File: src/octal_rate_pkg.sv
package octal_rate_pkg;
    // Command codes of the addressed register access
    localparam logic [7:0]  CMD_REG_WRITE     = 8'h71;
    localparam logic [7:0]  CMD_REG_READ      = 8'h65;
    // Register addresses of configuration register 5
    localparam logic [23:0] ADDR_CFG5_VOL     = 24'h800006;
    localparam logic [23:0] ADDR_CFG5_NV      = 24'h000006;
    // Field positions in configuration register 5
    localparam int          BIT_OCTAL_EN      = 0;
    localparam int          BIT_RATE          = 1;
    // Parameter-table addresses and contents
    localparam logic [8:0]  PT_ADDR_SINGLE_VOL = 9'h1BB;
    localparam logic [8:0]  PT_ADDR_SINGLE_NV  = 9'h1BF;
    localparam logic [8:0]  PT_ADDR_DDR_VOL   = 9'h1C3;
    localparam logic [8:0]  PT_ADDR_DDR_NV    = 9'h1C7;
    localparam logic [7:0]  PT_DATA_SINGLE    = 8'hD1;
    localparam logic [7:0]  PT_DATA_DDR       = 8'h91;
    localparam logic [7:0]  PT_DATA_OTHER     = 8'h00;
    // Values after reset
    localparam logic [7:0]  CFG5_NV_RESET     = 8'h02;
    localparam logic [7:0]  RD_DATA_RESET     = 8'h00;
endpackage : octal_rate_pkg

File: src/octal_rate_mode_descriptors.sv
`timescale 1ns/1ps
module octal_rate_mode_descriptors (
    input  wire logic        i_clk,
    input  wire logic        i_arst_n,
    input  wire logic        i_cmd_valid,
    input  wire logic [7:0]  i_cmd_code,
    input  wire logic [23:0] i_cmd_addr,
    input  wire logic [7:0]  i_cmd_wdata,
    input  wire logic        i_txn_start,
    input  wire logic        i_pt_rd,
    input  wire logic [8:0]  i_pt_addr,
    output logic      [7:0]  o_rd_data,
    output logic             o_rd_valid,
    output logic      [7:0]  o_pt_data,
    output logic             o_pt_valid,
    output logic             o_octal_en,
    output logic             o_double_rate,
    output logic             o_single_transfer_rate
);
    // Held copies of configuration register 5
    logic [7:0] cfg5_vol_r;
    logic [7:0] cfg5_nv_r;

    // Mode as sampled at the last transaction start
    logic       rate_r;
    logic       octal_r;

    // Command decode
    logic       hit_vol;
    logic       hit_nv;
    logic       cmd_wr;
    logic       cmd_rd;
    logic       wr_vol;
    logic       wr_nv;

    // Next values of the registered answers
    logic [7:0] rd_data_nxt;
    logic [7:0] pt_data_nxt;
    logic       octal_en_nxt;
    logic       double_rate_nxt;
    logic       single_rate_nxt;

    // Command strobe carrying a given code
    function automatic logic cmd_is(
        input logic       valid,
        input logic [7:0] code,
        input logic [7:0] want
    );
        cmd_is = valid && (code == want);
    endfunction : cmd_is

    // Register address matching one copy
    function automatic logic addr_is(
        input logic [23:0] addr,
        input logic [23:0] want
    );
        addr_is = (addr == want);
    endfunction : addr_is

    // Table byte lookup, unlisted bytes read as zero
    function automatic logic [7:0] pt_lookup(input logic [8:0] a);
        case (a)
            octal_rate_pkg::PT_ADDR_SINGLE_VOL: pt_lookup = octal_rate_pkg::PT_DATA_SINGLE;
            octal_rate_pkg::PT_ADDR_SINGLE_NV:  pt_lookup = octal_rate_pkg::PT_DATA_SINGLE;
            octal_rate_pkg::PT_ADDR_DDR_VOL:    pt_lookup = octal_rate_pkg::PT_DATA_DDR;
            octal_rate_pkg::PT_ADDR_DDR_NV:     pt_lookup = octal_rate_pkg::PT_DATA_DDR;
            default:                            pt_lookup = octal_rate_pkg::PT_DATA_OTHER;
        endcase
    endfunction : pt_lookup

    // Register read selection, unmapped addresses read as zero
    function automatic logic [7:0] reg_select(
        input logic       sel_vol,
        input logic       sel_nv,
        input logic [7:0] vol,
        input logic [7:0] nv
    );
        if (sel_vol) begin
            reg_select = vol;
        end else if (sel_nv) begin
            reg_select = nv;
        end else begin
            reg_select = octal_rate_pkg::RD_DATA_RESET;
        end
    endfunction : reg_select

    // Address decode of the two register copies
    assign hit_vol = addr_is(i_cmd_addr, octal_rate_pkg::ADDR_CFG5_VOL);
    assign hit_nv  = addr_is(i_cmd_addr, octal_rate_pkg::ADDR_CFG5_NV);

    // Command code decode, foreign codes do nothing
    assign cmd_wr = cmd_is(i_cmd_valid, i_cmd_code, octal_rate_pkg::CMD_REG_WRITE);
    assign cmd_rd = cmd_is(i_cmd_valid, i_cmd_code, octal_rate_pkg::CMD_REG_READ);

    // Write strobes of each copy
    assign wr_vol = cmd_wr && hit_vol;
    assign wr_nv  = cmd_wr && hit_nv;

    // Next read and table answers
    assign rd_data_nxt = reg_select(hit_vol, hit_nv, cfg5_vol_r, cfg5_nv_r);
    assign pt_data_nxt = pt_lookup(i_pt_addr);

    // Next mode outputs, rate bit only counts in octal mode
    assign octal_en_nxt    = octal_r;
    assign double_rate_nxt = octal_r && rate_r;
    assign single_rate_nxt = octal_r && !rate_r;

    // Non-volatile copy, starts from its own default
    always_ff @(posedge i_clk or negedge i_arst_n) begin
        if (!i_arst_n) begin
            cfg5_nv_r <= octal_rate_pkg::CFG5_NV_RESET;
        end else if (wr_nv) begin
            cfg5_nv_r <= i_cmd_wdata;
        end
    end

    // Volatile copy, starts from the same default
    always_ff @(posedge i_clk or negedge i_arst_n) begin
        if (!i_arst_n) begin
            cfg5_vol_r <= octal_rate_pkg::CFG5_NV_RESET;
        end else if (wr_vol) begin
            cfg5_vol_r <= i_cmd_wdata;
        end
    end

    // Read answer strobe, one cycle per read command
    always_ff @(posedge i_clk or negedge i_arst_n) begin
        if (!i_arst_n) begin
            o_rd_valid <= 1'b0;
        end else begin
            o_rd_valid <= cmd_rd;
        end
    end

    // Read data, held until the next read
    always_ff @(posedge i_clk or negedge i_arst_n) begin
        if (!i_arst_n) begin
            o_rd_data <= octal_rate_pkg::RD_DATA_RESET;
        end else if (cmd_rd) begin
            o_rd_data <= rd_data_nxt;
        end
    end

    // Table answer strobe, one cycle after the request
    always_ff @(posedge i_clk or negedge i_arst_n) begin
        if (!i_arst_n) begin
            o_pt_valid <= 1'b0;
        end else begin
            o_pt_valid <= i_pt_rd;
        end
    end

    // Table data, held until the next table read
    always_ff @(posedge i_clk or negedge i_arst_n) begin
        if (!i_arst_n) begin
            o_pt_data <= octal_rate_pkg::PT_DATA_OTHER;
        end else if (i_pt_rd) begin
            o_pt_data <= pt_data_nxt;
        end
    end

    // Rate bit sampled at transaction start, so a mid-transfer write waits
    always_ff @(posedge i_clk or negedge i_arst_n) begin
        if (!i_arst_n) begin
            rate_r <= octal_rate_pkg::CFG5_NV_RESET[octal_rate_pkg::BIT_RATE];
        end else if (i_txn_start) begin
            rate_r <= cfg5_vol_r[octal_rate_pkg::BIT_RATE];
        end
    end

    // Octal enable sampled at transaction start
    always_ff @(posedge i_clk or negedge i_arst_n) begin
        if (!i_arst_n) begin
            octal_r <= octal_rate_pkg::CFG5_NV_RESET[octal_rate_pkg::BIT_OCTAL_EN];
        end else if (i_txn_start) begin
            octal_r <= cfg5_vol_r[octal_rate_pkg::BIT_OCTAL_EN];
        end
    end

    // Octal mode output
    always_ff @(posedge i_clk or negedge i_arst_n) begin
        if (!i_arst_n) begin
            o_octal_en <= 1'b0;
        end else begin
            o_octal_en <= octal_en_nxt;
        end
    end

    // Double-rate output
    always_ff @(posedge i_clk or negedge i_arst_n) begin
        if (!i_arst_n) begin
            o_double_rate <= 1'b0;
        end else begin
            o_double_rate <= double_rate_nxt;
        end
    end

    // Single-rate output
    always_ff @(posedge i_clk or negedge i_arst_n) begin
        if (!i_arst_n) begin
            o_single_transfer_rate <= 1'b0;
        end else begin
            o_single_transfer_rate <= single_rate_nxt;
        end
    end
endmodule : octal_rate_mode_descriptors

File: config.mk
export PLATFORM = sky130hd
export DESIGN_NAME = octal_rate_mode_descriptors
export DESIGN_NICKNAME = d
export VERILOG_FILES = /design/src/octal_rate_pkg.sv /design/src/octal_rate_mode_descriptors.sv
export SDC_FILE = /design/constraint.sdc
export NUM_CORES = 1
export LEC_CHECK = 0
export BUFFER_PORTS_ARGS = -buffer_cell sky130_fd_sc_hd__clkbuf_2
export CAP_MARGIN = 20
export CORE_UTILIZATION = 48
export CTS_CLUSTER_DIAMETER = 150
export DETAILED_ROUTE_END_ITERATION = 6
export GPL_TIMING_DRIVEN = 0
export PLACE_DENSITY_LB_ADDON = 0.3
export SYNTH_ARGS = -nofsm -noshare
export SYNTH_HDL_FRONTEND = slang
export SYNTH_SLANG_ARGS = --single-unit
File: constraint.sdc
create_clock -name i_clk -period 2.05 [get_ports i_clk]
set_input_delay 0.205 -clock i_clk [delete_from_list [all_inputs] [get_ports i_clk]]
set_output_delay 0.205 -clock i_clk [all_outputs]
set_load 0.01 [all_outputs]
# Word-level counts from Yosys, hierarchy flattened
# Cells that the tools add are included.
# classes
reduce_logical	9
muxes	3
n_eq_ne	8
# ops
cell	count
$eq A9 B9 Y1 const B	4
$eq A24 B24 Y1 const B	1
$eq A24 B3 Y1 const B	1
$eq A8 B7 Y1 const B	2
$mux W8	2
$pmux W8 S2	1
$logic_and A1 B1 Y1	6
$reduce_or A2 Y1	2
$logic_not A1 Y1	1
# totals
elab_cells	31
output_inout_bits	21
register_bits	39
input_bits	54

# Logic depth before layout (Yosys ltp)
# Gate-level depths: netlist of run 1.
# logic_depth
word_depth	3
mapped_depth	5
mapped_depth_nobuf	4

# Worst setup path before layout of run 1
# Ideal clock, no wire load.
# synth_timing
kind	input port to flip-flop
startpoint	input port i_cmd_addr[0]
endpoint	register cfg5_vol_r[0]
required_ns	1.925
setup_ns	0.125
path_buffers	0
cell_stages	4
arrival_time_ns	1.599
slack_ns	0.326
path_cell_list	nor4b_1 nand4_1 nor4_4 mux2_2
# synth_via
elab_chain_len	2
# synth_lines
item	line	text
from (decl)	octal_rate_mode_descriptors.sv:7	input wire logic [23:0] i_cmd_addr,
$eq A24 B24 Y1	octal_rate_mode_descriptors.sv:57	addr_is = (addr == want);
$logic_and A1 B1 Y1	octal_rate_mode_descriptors.sv:96	assign wr_vol = cmd_wr && hit_vol;
to (signal assigned)	octal_rate_mode_descriptors.sv:120	cfg5_vol_r <= octal_rate_pkg::CFG5_NV_RESET;
to (signal assigned)	octal_rate_mode_descriptors.sv:122	cfg5_vol_r <= i_cmd_wdata;
to (decl)	octal_rate_mode_descriptors.sv:21	logic [7:0] cfg5_vol_r;
# Every way passes these cells.
# A chain may end at the register's enable or synchronous reset.

# Worst setup path after layout of run 1
# layout_timing
startpoint	input port i_cmd_addr[0]
endpoint	register cfg5_nv_r[4]
# layout_via
elab_chain_len	2
# layout_lines
item	line	text
$eq A24 B3 Y1	octal_rate_mode_descriptors.sv:57	
$logic_and A1 B1 Y1	octal_rate_mode_descriptors.sv:97	assign wr_nv = cmd_wr && hit_nv;
to (signal assigned)	octal_rate_mode_descriptors.sv:111	cfg5_nv_r <= octal_rate_pkg::CFG5_NV_RESET;
to (signal assigned)	octal_rate_mode_descriptors.sv:113	cfg5_nv_r <= i_cmd_wdata;
to (decl)	octal_rate_mode_descriptors.sv:22	logic [7:0] cfg5_nv_r;
# Every way passes these cells.

==> key figures, run 1 <==
Status
  • Outcome: finished with violations
  • Failing checks: DRC

Yosys
  • Largest family of logic cells by synthesized area: multiplexers
  • Cell count after synthesis: 111
  • Synth Area in Adders: 0%
  • Synth cell types: 25
  • Post-synthesis compound-gate area fraction: 4.41%
  • Mux share of post-synthesis cell area: 20.7%
  • Post-synthesis simple-gate area fraction: 14.0%
  • Netlist Area Pre-Place: 1480 µm²
  • Syn Area/Cell: 13.3 µm²
  • Ys Warns: 0
  • Sequential area share after synthesis: 56.2%
  • XOR/XNOR Fraction of Synth Area: 0%
  • Synth Register Bits: 33

Detailed routing
  • Initial DRT Pass Iterations: 6
  • Iter 0 DRT Violations: 27
  • Post-route ant nets: 0
  • Via count: 1174
  • Post-Route WL: 3280 µm
  • Routed len/inst: 14.7 µm
  • DRC: 10
  • Vias per inst: 5.26

Power and ir drop
  • Maximum resistive drop on vdd: 421 µV
  • P_leak: 1.05 nW
  • PD cells: 563 nW/µm²

Worst setup path
  • CP cell instances: clkbuf_2 > nor4b_1 > nand4_1 > nor4_4 > mux2_2
  • Max incr delay on CP: 0.71 ns
  • Worst-path fanout max: 8
  • CP required: 2.27 ns
  • FF-to-FF path depth: 2
  • Worst Path Buf+Inv: 1
  • CP arrival: 1.98 ns
  • Crit-path leading delay family: simple AND/OR/NAND/NOR gates
  • Critical path startpoint category: primary input
  • Slowest cell on crit path: nor4_4
  • Critical path class: in -> reg
  • Crit end category: flip-flop
  • Cell count along the critical path: 5

Timing
  • FMAX: 0.567 GHz
  • Worst slew pin tran: 0.790 ns
  • RSZ-0062 raised after global routing: no
  • Slew Viols, Final: 0
  • Final period util: 86.0%
  • Minimum clock period: 1.76 ns
  • Worst relative slew slack: 47.3%
  • Final Hold Fails: 0
  • Clk_skew: 0.00853 ns
  • Hold WS: 0.109 ns
  • Final setup fails: 0

GRT
  • Met2 usage: 38.7%
  • Met1 global-route usage: 21.7%
  • Initial antenna violation count: 0
  • Vias in the first global route: 1152
  • Grt peak-use layer: met2
  • First-pass GRT wire length: 5070 µm
  • Gr ovfl total: 0
  • Routing usage on met3: 7.03%
  • Tot GR Track Use: 21.7%
  • Largest net degree at the start of global routing: 34

Clocking
  • Root buffer cell: clkbuf_4
  • Hold Buf Count CTS: 2
  • Total clock sinks: 33
  • Worst-skew pair later-pin latency: 0.34 ns
  • Post-CTS Resized: 0
  • Clock-pin slew on the worst setup and hold paths: 0.10 ns
  • CTS tree: built
  • Max Root-Sink Buffers: 2
  • CTS H-tree depth: 2
  • Post-CTS Setup Bufs: 0
  • CTS Buf Count: 5

Die
  • I/O pin count: 75
  • Die area: 3300 µm²
  • DIE HEIGHT: 57.4 µm
  • DIE WIDTH: 57.4 µm
  • Core area: 2830 µm²
  • Initial Util: 52.1%
  • Rows: 19

Final layout
  • Most frequent cells in the layout: clkbuf_2 (69), dfrtp_1 (30), mux2_2 (20)
  • Fin nets: 245
  • Fill cells: 223
  • Area of the multi-input gates: 592 µm²
  • Most common cell after layout, fill and taps aside: clkbuf_2
  • Antenna diodes: 0
  • Area growth, synth to finish: 31.2%
  • Reg area: 830 µm²
  • Final instance area: 1940 µm²
  • Layout cells sized above 1: 56.3%

Place
  • Post-DP HPWL: 2500 µm
  • Port bufs: 68
  • Placer Congestion: 0.736
  • Placed cell area: 1870 µm²

Run
  • Max-cap violations: 0

Hold path
  • Worst hold path class: in -> reg
  • Hold Path Depth: 2
==> final timing paths <==
kind | startpoint | to | slack (ns)
worst max-delay path | i_cmd_addr[0] | cfg5_nv_r[4] | 0.29
worst min-delay path | i_cmd_wdata[3] | cfg5_nv_r[3] | 0.11
worst max register to register | cfg5_vol_r[1] | o_rd_data[1] | 1.15
worst min register to register | octal_en_nxt | o_octal_en | 0.44
max in group asynchronous | i_arst_n | o_pt_data[6] | 1.06
min in group asynchronous | i_arst_n | o_octal_en | 0.48
==> layer usage <==
| metal | vias up | routed length (µm) |
|---|---|---|
| met2 | 57 | 1680 |
| met4 | 0 | 109 |
| li1 | 555 | - |
| met1 | 552 | 1180 |
| met3 | 10 | 307 |
| met5 | - | 0 |
==> layout make-up <==
class                           instances  area share [%]
Clock buffer                            7            2.33
Inverter                                2           0.388
Multi-Input combinational cell         70            30.6
Sequential cell                        33            42.9
Buffer                                  9            2.97
Tap cell                               31            2.00
Timing Repair Buffer                   70            18.6
Clock inverter                          1           0.259
==> registers in the layout, summed over array words and instances, names as in the netlist <==
| register | flops |
|---|---|
| o_rd_data | 8 |
| o_rd_valid | 1 |
| o_pt_valid | 1 |
| cfg5_vol_r | 8 |
| o_octal_en | 1 |
| octal_en_nxt | 1 |
| o_pt_data | 2 |
| o_double_rate | 1 |
| rate_r | 1 |
| o_single_transfer_rate | 1 |
| cfg5_nv_r | 8 |
==> kinds of logic (layout without fill, tap and decap cells) <==
logic type             Yosys count  count (layout)
DFF                             33              33
and+or+nand+nor                 29              29
muxes                           28              28
buffers and inverters           11              89
AOI/OAI and AO/OA                9               9
other                            1               4
==> power breakdown <==
part	internal, mW	switching, mW	leakage, nW
logic	0.0528	0.0434	0.575
clock network	0.133	0.208	0.0293
registers	0.652	0.000403	0.448
==> Yosys cell counts, drive strengths merged <==
library cell	count	share of area, %
nand4b	3	1.8
nand4	2	0.85
mux2	20	15
or4b	1	0.68
buf	6	3.1
nor2b	1	0.42
conb	1	0.25
dfstp	3	5.3
or2	1	0.42
nor4b	2	1.2
clkbuf	3	0.85
a21oi	1	0.34
nor3b	1	0.51
and2	1	0.42
o31ai	8	4.1
and4b	1	0.68
nor2	1	0.25
nor4	5	4.2
inv	2	0.51
nand2	9	2.3
nor3	1	0.34
mux2i	8	5.4
dfrtp	30	51
==> through the flow <==
stage	power, mW	setup TNS [ns]	instances	utilization, %	worst slack (ns)
2_1_floorplan	0.692	0	114	-	0.326
3_3_place_gp	0.756	-0.274	213	65.9	-0.0219
3_5_place_dp	0.759	-0.611	213	65.9	-0.0771
4_1_cts	1.11	0	223	68.4	0.297
5_1_grt	1.14	0	223	68.4	0.230
6_report	1.09	0	223	68.4	0.287
No activity file was read; power rests on OpenSTA's default activity.
==> inputs of run 2 (changes only) <==
--- a/config.mk
+++ b/config.mk
@@ -10,7 +10,6 @@
 export CORE_UTILIZATION = 48
 export CTS_CLUSTER_DIAMETER = 150
 export DETAILED_ROUTE_END_ITERATION = 6
-export GPL_TIMING_DRIVEN = 0
 export PLACE_DENSITY_LB_ADDON = 0.3
 export SYNTH_ARGS = -nofsm -noshare
 export SYNTH_HDL_FRONTEND = slang
==> key figures, run 2 (synthesis results as in run 1) <==
Detailed routing
  • Routed len/inst: 14.1 µm
  • Post-route ant nets: 0
  • Iter 0 DRT Violations: 37
  • Via count: 1149
  • Initial DRT Pass Iterations: 5
  • DRC: 10
  • Vias per inst: 5.29
  • Post-Route WL: 3060 µm

Die
  • Initial Util: 52.1%
  • Rows: 19
  • I/O pin count: 75
  • Core area: 2830 µm²
  • DIE HEIGHT: 57.4 µm
  • DIE WIDTH: 57.4 µm
  • Die area: 3300 µm²

Final layout
  • Area growth, synth to finish: 28.4%
  • Most frequent cells in the layout: clkbuf_2 (69), dfrtp_1 (30), mux2_2 (20)
  • Most common cell after layout, fill and taps aside: clkbuf_2
  • Regs by FF count: cfg5_nv_r (8), cfg5_vol_r (8), o_rd_data (8)
  • Fin nets: 239
  • Antenna diodes: 0
  • Layout cells sized above 1: 55.9%

Timing
  • Minimum clock period: 1.55 ns
  • Final period util: 75.5%
  • RSZ-0062 raised after global routing: no
  • Worst relative slew slack: 47.0%
  • Final Hold Fails: 0
  • Slew Viols, Final: 0
  • Final setup fails: 0
  • FMAX: 0.646 GHz
  • Worst slew pin tran: 0.795 ns
  • Clk_skew: 0.00610 ns
  • TNS Setup: 0 ns

Clocking
  • CTS H-tree depth: 2
  • Max Root-Sink Buffers: 2
  • Worst-skew pair later-pin latency: 0.33 ns
  • CTS tree: built
  • Clock-pin slew on the worst setup and hold paths: 0.09 ns
  • Root buffer cell: clkbuf_4
  • CTS Buf Count: 5
  • Post-CTS Resized: 0
  • Post-CTS Setup Bufs: 0
  • Total clock sinks: 33

GRT
  • Largest net degree at the start of global routing: 34
  • First-pass GRT wire length: 4840 µm
  • Vias in the first global route: 1120
  • Gr ovfl total: 0
  • Tot GR Track Use: 20.3%
  • Initial antenna violation count: 0

Worst setup path
  • R2R Setup Slk: 1.14 ns
  • Worst Setup SP: i_cmd_addr[0]
  • CP required: 2.27 ns
  • CP arrival: 1.77 ns
  • Critical path class: in -> reg
  • Crit end category: flip-flop
  • Worst-path fanout max: 8
  • Worst R2R Start: cfg5_vol_r[1]
  • Critical path startpoint category: primary input

Place
  • Placer Congestion: 0.697
  • Post-DP HPWL: 2310 µm
  • Port bufs: 69

Power and ir drop
  • P_leak: 1.03 nW
  • Maximum resistive drop on vdd: 428 µV
  • Total power draw: 1.08 mW
  • PD cells: 569 nW/µm²

Status
  • Failing checks: DRC
  • Outcome: finished with violations

Run
  • Max-cap violations: 0

Hold path
  • HP Start: i_pt_rd
  • Worst hold path class: in -> reg
[run 2: critical path, stage by stage]
cell	delay (ns)
clkbuf_2	0.08
nor4b_1	0.31
nand4_1	0.29
nor4_4	0.31
buf_4	0.22
mux2_2	0.34
[run 2: layout make-up]
class / instances / area, µm²
flip-flops and latches: 33 / 830
clock buffers: 8 / 48.8
well taps: 31 / 38.8
fillers: 225 / 935
multi-input cells: 70 / 592
inverters: 2 / 7.51
repair buffers: 73 / 378
[run 2: path summary, 6_finish.rpt]
kind                                 to  cells past startpoint
max                        cfg5_nv_r[6]                      6
min                          o_pt_valid                      1
max reg2reg                o_rd_data[1]                      2
min reg2reg                  o_octal_en                      0
max in group asynchronous  o_rd_data[2]                      2
min in group asynchronous    o_octal_en                      2
[run 2: timing repair]
| action | CTS | global route |
|---|---|---|
| hold buffers | 1 | 0 |
| endpoints found under the setup margin | 0 | 0 |
| hold endpoints to repair | 30 | 0 |
[run 2: power by group]
group          internal [mW]  switching, mW
clock network          0.137          0.200
logic                 0.0464         0.0428
registers              0.652       0.000393
total                  0.835          0.243
[run 2: layer usage]
metal | track usage [%] | up-vias | share of wire (%)
met5 | 0 | - | 0
met4 | 7.32 | 0 | 1.7
met3 | 7.26 | 6 | 8.8
met2 | 37.2 | 51 | 52
met1 | 21.1 | 548 | 37
li1 | - | 544 | -
[run 2: metrics by stage]
step | utilization (%) | setup slack [ns] | cell area (µm²) | hold WS (ns) | cells
after floorplan | - | 0.326 | 1490 | -0.0906 | 114
after global placement | 64.9 | 0.199 | 1840 | 0.309 | 208
after detailed placement | 64.9 | 0.143 | 1840 | 0.320 | 208
after CTS | 67.0 | 0.496 | 1890 | 0.00183 | 217
after global routing | 67.0 | 0.378 | 1890 | 0.00158 | 217
final | 67.0 | 0.503 | 1890 | 0.0253 | 217
==> inputs of run 3 (changes only) <==
--- a/config.mk
+++ b/config.mk
@@ -7,7 +7,7 @@
 export LEC_CHECK = 0
 export BUFFER_PORTS_ARGS = -buffer_cell sky130_fd_sc_hd__clkbuf_2
 export CAP_MARGIN = 20
-export CORE_UTILIZATION = 48
+export CORE_UTILIZATION = 40
 export CTS_CLUSTER_DIAMETER = 150
 export DETAILED_ROUTE_END_ITERATION = 6
 export PLACE_DENSITY_LB_ADDON = 0.3
==> constraint.sdc (replaced) <==
create_clock -name i_clk -period 1.4 [get_ports i_clk]
set_input_delay 0.14 -clock i_clk [delete_from_list [all_inputs] [get_ports i_clk]]
set_output_delay 0.14 -clock i_clk [all_outputs]
set_load 0.01 [all_outputs]
==> key figures, run 3 (synthesis results as in run 1) <==
Worst setup path
  • FF-to-FF path depth: 2
  • CP arrival: 1.58 ns
  • Critical path class: in -> reg
  • Worst-path fanout max: 8
  • Critical path startpoint category: primary input
  • R2R Setup Slk: 0.52 ns
  • CP required: 1.56 ns
  • Crit end category: flip-flop
  • Worst R2R Start: cfg5_vol_r[1]
  • FF-to-FF End: o_rd_data[1]

Final layout
  • Final Util: 63.1%
  • Area growth, synth to finish: 47.3%
  • Most common cell after layout, fill and taps aside: clkbuf_2
  • Fill cells: 282
  • Fin nets: 243
  • Layout cells sized above 1: 62.1%
  • Regs by FF count: cfg5_nv_r (8), cfg5_vol_r (8), o_rd_data (8)
  • Antenna diodes: 0
  • Most frequent cells in the layout: clkbuf_2 (65), dfrtp_1 (30), mux2_2 (11)

Detailed routing
  • Post-route ant nets: 0
  • Iter 0 DRT Violations: 77
  • Via count: 1175
  • Post-Route WL: 3470 µm
  • DRC: 0
  • Initial DRT Pass Iterations: 6
  • Vias per inst: 4.98
  • Routed len/inst: 14.7 µm

GRT
  • Gr ovfl total: 0
  • Vias in the first global route: 1340
  • First-pass GRT wire length: 6130 µm
  • Initial antenna violation count: 0
  • Largest net degree at the start of global routing: 18
  • Tot GR Track Use: 20.4%

Timing
  • FMAX: 0.703 GHz
  • Minimum clock period: 1.42 ns
  • Final setup fails: 1
  • Clk_skew: 0.00770 ns
  • Post-route setup slack: -0.0216 ns
  • Slew Viols, Final: 0
  • Final Hold Fails: 0
  • RSZ-0062 raised after global routing: yes
  • Final period util: 102%
  • Hold WS: 0.0157 ns

Clocking
  • CTS H-tree depth: 2
  • Post-CTS Setup Bufs: 0
  • Max Root-Sink Buffers: 2
  • Worst-skew pair later-pin latency: 0.28 ns
  • Clock-pin slew on the worst setup and hold paths: 0.06 ns
  • CTS Buf Count: 5
  • Total clock sinks: 33
  • Root buffer cell: clkbuf_8
  • CTS tree: built

Die
  • DIE HEIGHT: 62.7 µm
  • Rows: 21
  • DIE WIDTH: 62.7 µm
  • Core area: 3440 µm²
  • I/O pin count: 75
  • Initial Util: 42.9%
  • Die area: 3940 µm²

Power and ir drop
  • Total internal power: 1.75 mW
  • Reported net switching power: 0.414 mW
  • Sequential Power Share: 44.2%
  • Maximum resistive drop on vdd: 812 µV
  • Comb power frac: 7.6%
  • PD cells: 996 nW/µm²
  • Clock power frac: 48.2%
  • P_leak: 1.12 nW
  • Total power draw: 2.16 mW
  • Sw Ratio: 19.1%

Place
  • Post-DP HPWL: 2610 µm
  • Dpl ws: -0.305 ns
  • Port bufs: 69
  • Placer Congestion: 0.735

Status
  • Outcome: finished with violations
  • Failing checks: setup timing

Hold path
  • HP Start: i_pt_rd
  • Worst hold path class: in -> reg
  • Hold Crit Endpoint: o_pt_valid
  • Hold Path Depth: 1

Run
  • Max-cap violations: 0
## run 3: changes by cell type in the layout (fill, tap and decap cells not counted), sizes merged
cell	change
bufinv	+2
buf	+8
clkbuf	-7
clkinv	+1
## run 3: what timing repair did
item | 4_1_cts | 5_1_grt
endpoints found under the hold margin | 14 | 0
setup endpoints to repair | 10 | 21
gates resized for setup | 2 | 17
hold buffers | 1 | 0
pin swaps | 1 | 2
## run 3: area by class of cell
class	count	area, µm²	area share [%]
Sequential cell	33	830	38.2
Multi-Input combinational cell	70	692	31.8
Timing Repair Buffer	77	453	20.8
Clock buffer	5	68.8	3.17
Clock inverter	3	65.1	2.99
Tap cell	46	57.6	2.65
Inverter	2	7.51	0.345
## run 3: worst max-delay path by stage
stage,cells past startpoint,startpoint,to
CTS,7,i_cmd_addr[10],cfg5_nv_r[7]
finish,7,i_cmd_addr[16],cfg5_nv_r[5]
global placement,7,i_cmd_addr[10],cfg5_nv_r[4]
floorplan,4,i_cmd_addr[16],cfg5_vol_r[0]
detailed placement,7,i_cmd_addr[16],cfg5_nv_r[5]
global route,7,i_cmd_code[7],cfg5_vol_r[5]
## run 3: routing by layer
layer | global-route usage, % | vias to the layer above | share of wire (%)
met2 | 35.9 | 47 | 54
li1 | - | 553 | -
met1 | 22.3 | 565 | 39
met5 | 0 | - | 0
met3 | 5.84 | 10 | 4.2
met4 | 9.88 | 0 | 2.0
## run 3: per-stage QoR
| step | std cells | TNS [ns] | area (µm²) |
|---|---|---|---|
| floorplan | 114 | -3.70 | 1540 |
| global placement | 227 | -5.44 | 1950 |
| detailed placement | 227 | -6.44 | 1950 |
| CTS | 236 | 0 | 2100 |
| global route | 236 | -0.535 | 2170 |
| finish | 236 | -0.0216 | 2170 |
## run 3: worst max-delay path, stage by stage
cell and delay (ns):
buf_6 0.09, nor4_4 0.25, nand4_1 0.21, buf_4 0.20, nor4_4 0.14, buf_6 0.20, mux2_2 0.35
## run 3: power groups by stage
stage | clock network [mW] | registers [mW] | logic (mW)
4_1_cts | 1.07 | 0.956 | 0.154
6_report | 1.04 | 0.956 | 0.165
3_5_place_dp | 0 | 0.974 | 0.151
2_1_floorplan | 0 | 0.975 | 0.0420
5_1_grt | 1.12 | 0.956 | 0.182
3_3_place_gp | 0 | 0.974 | 0.144
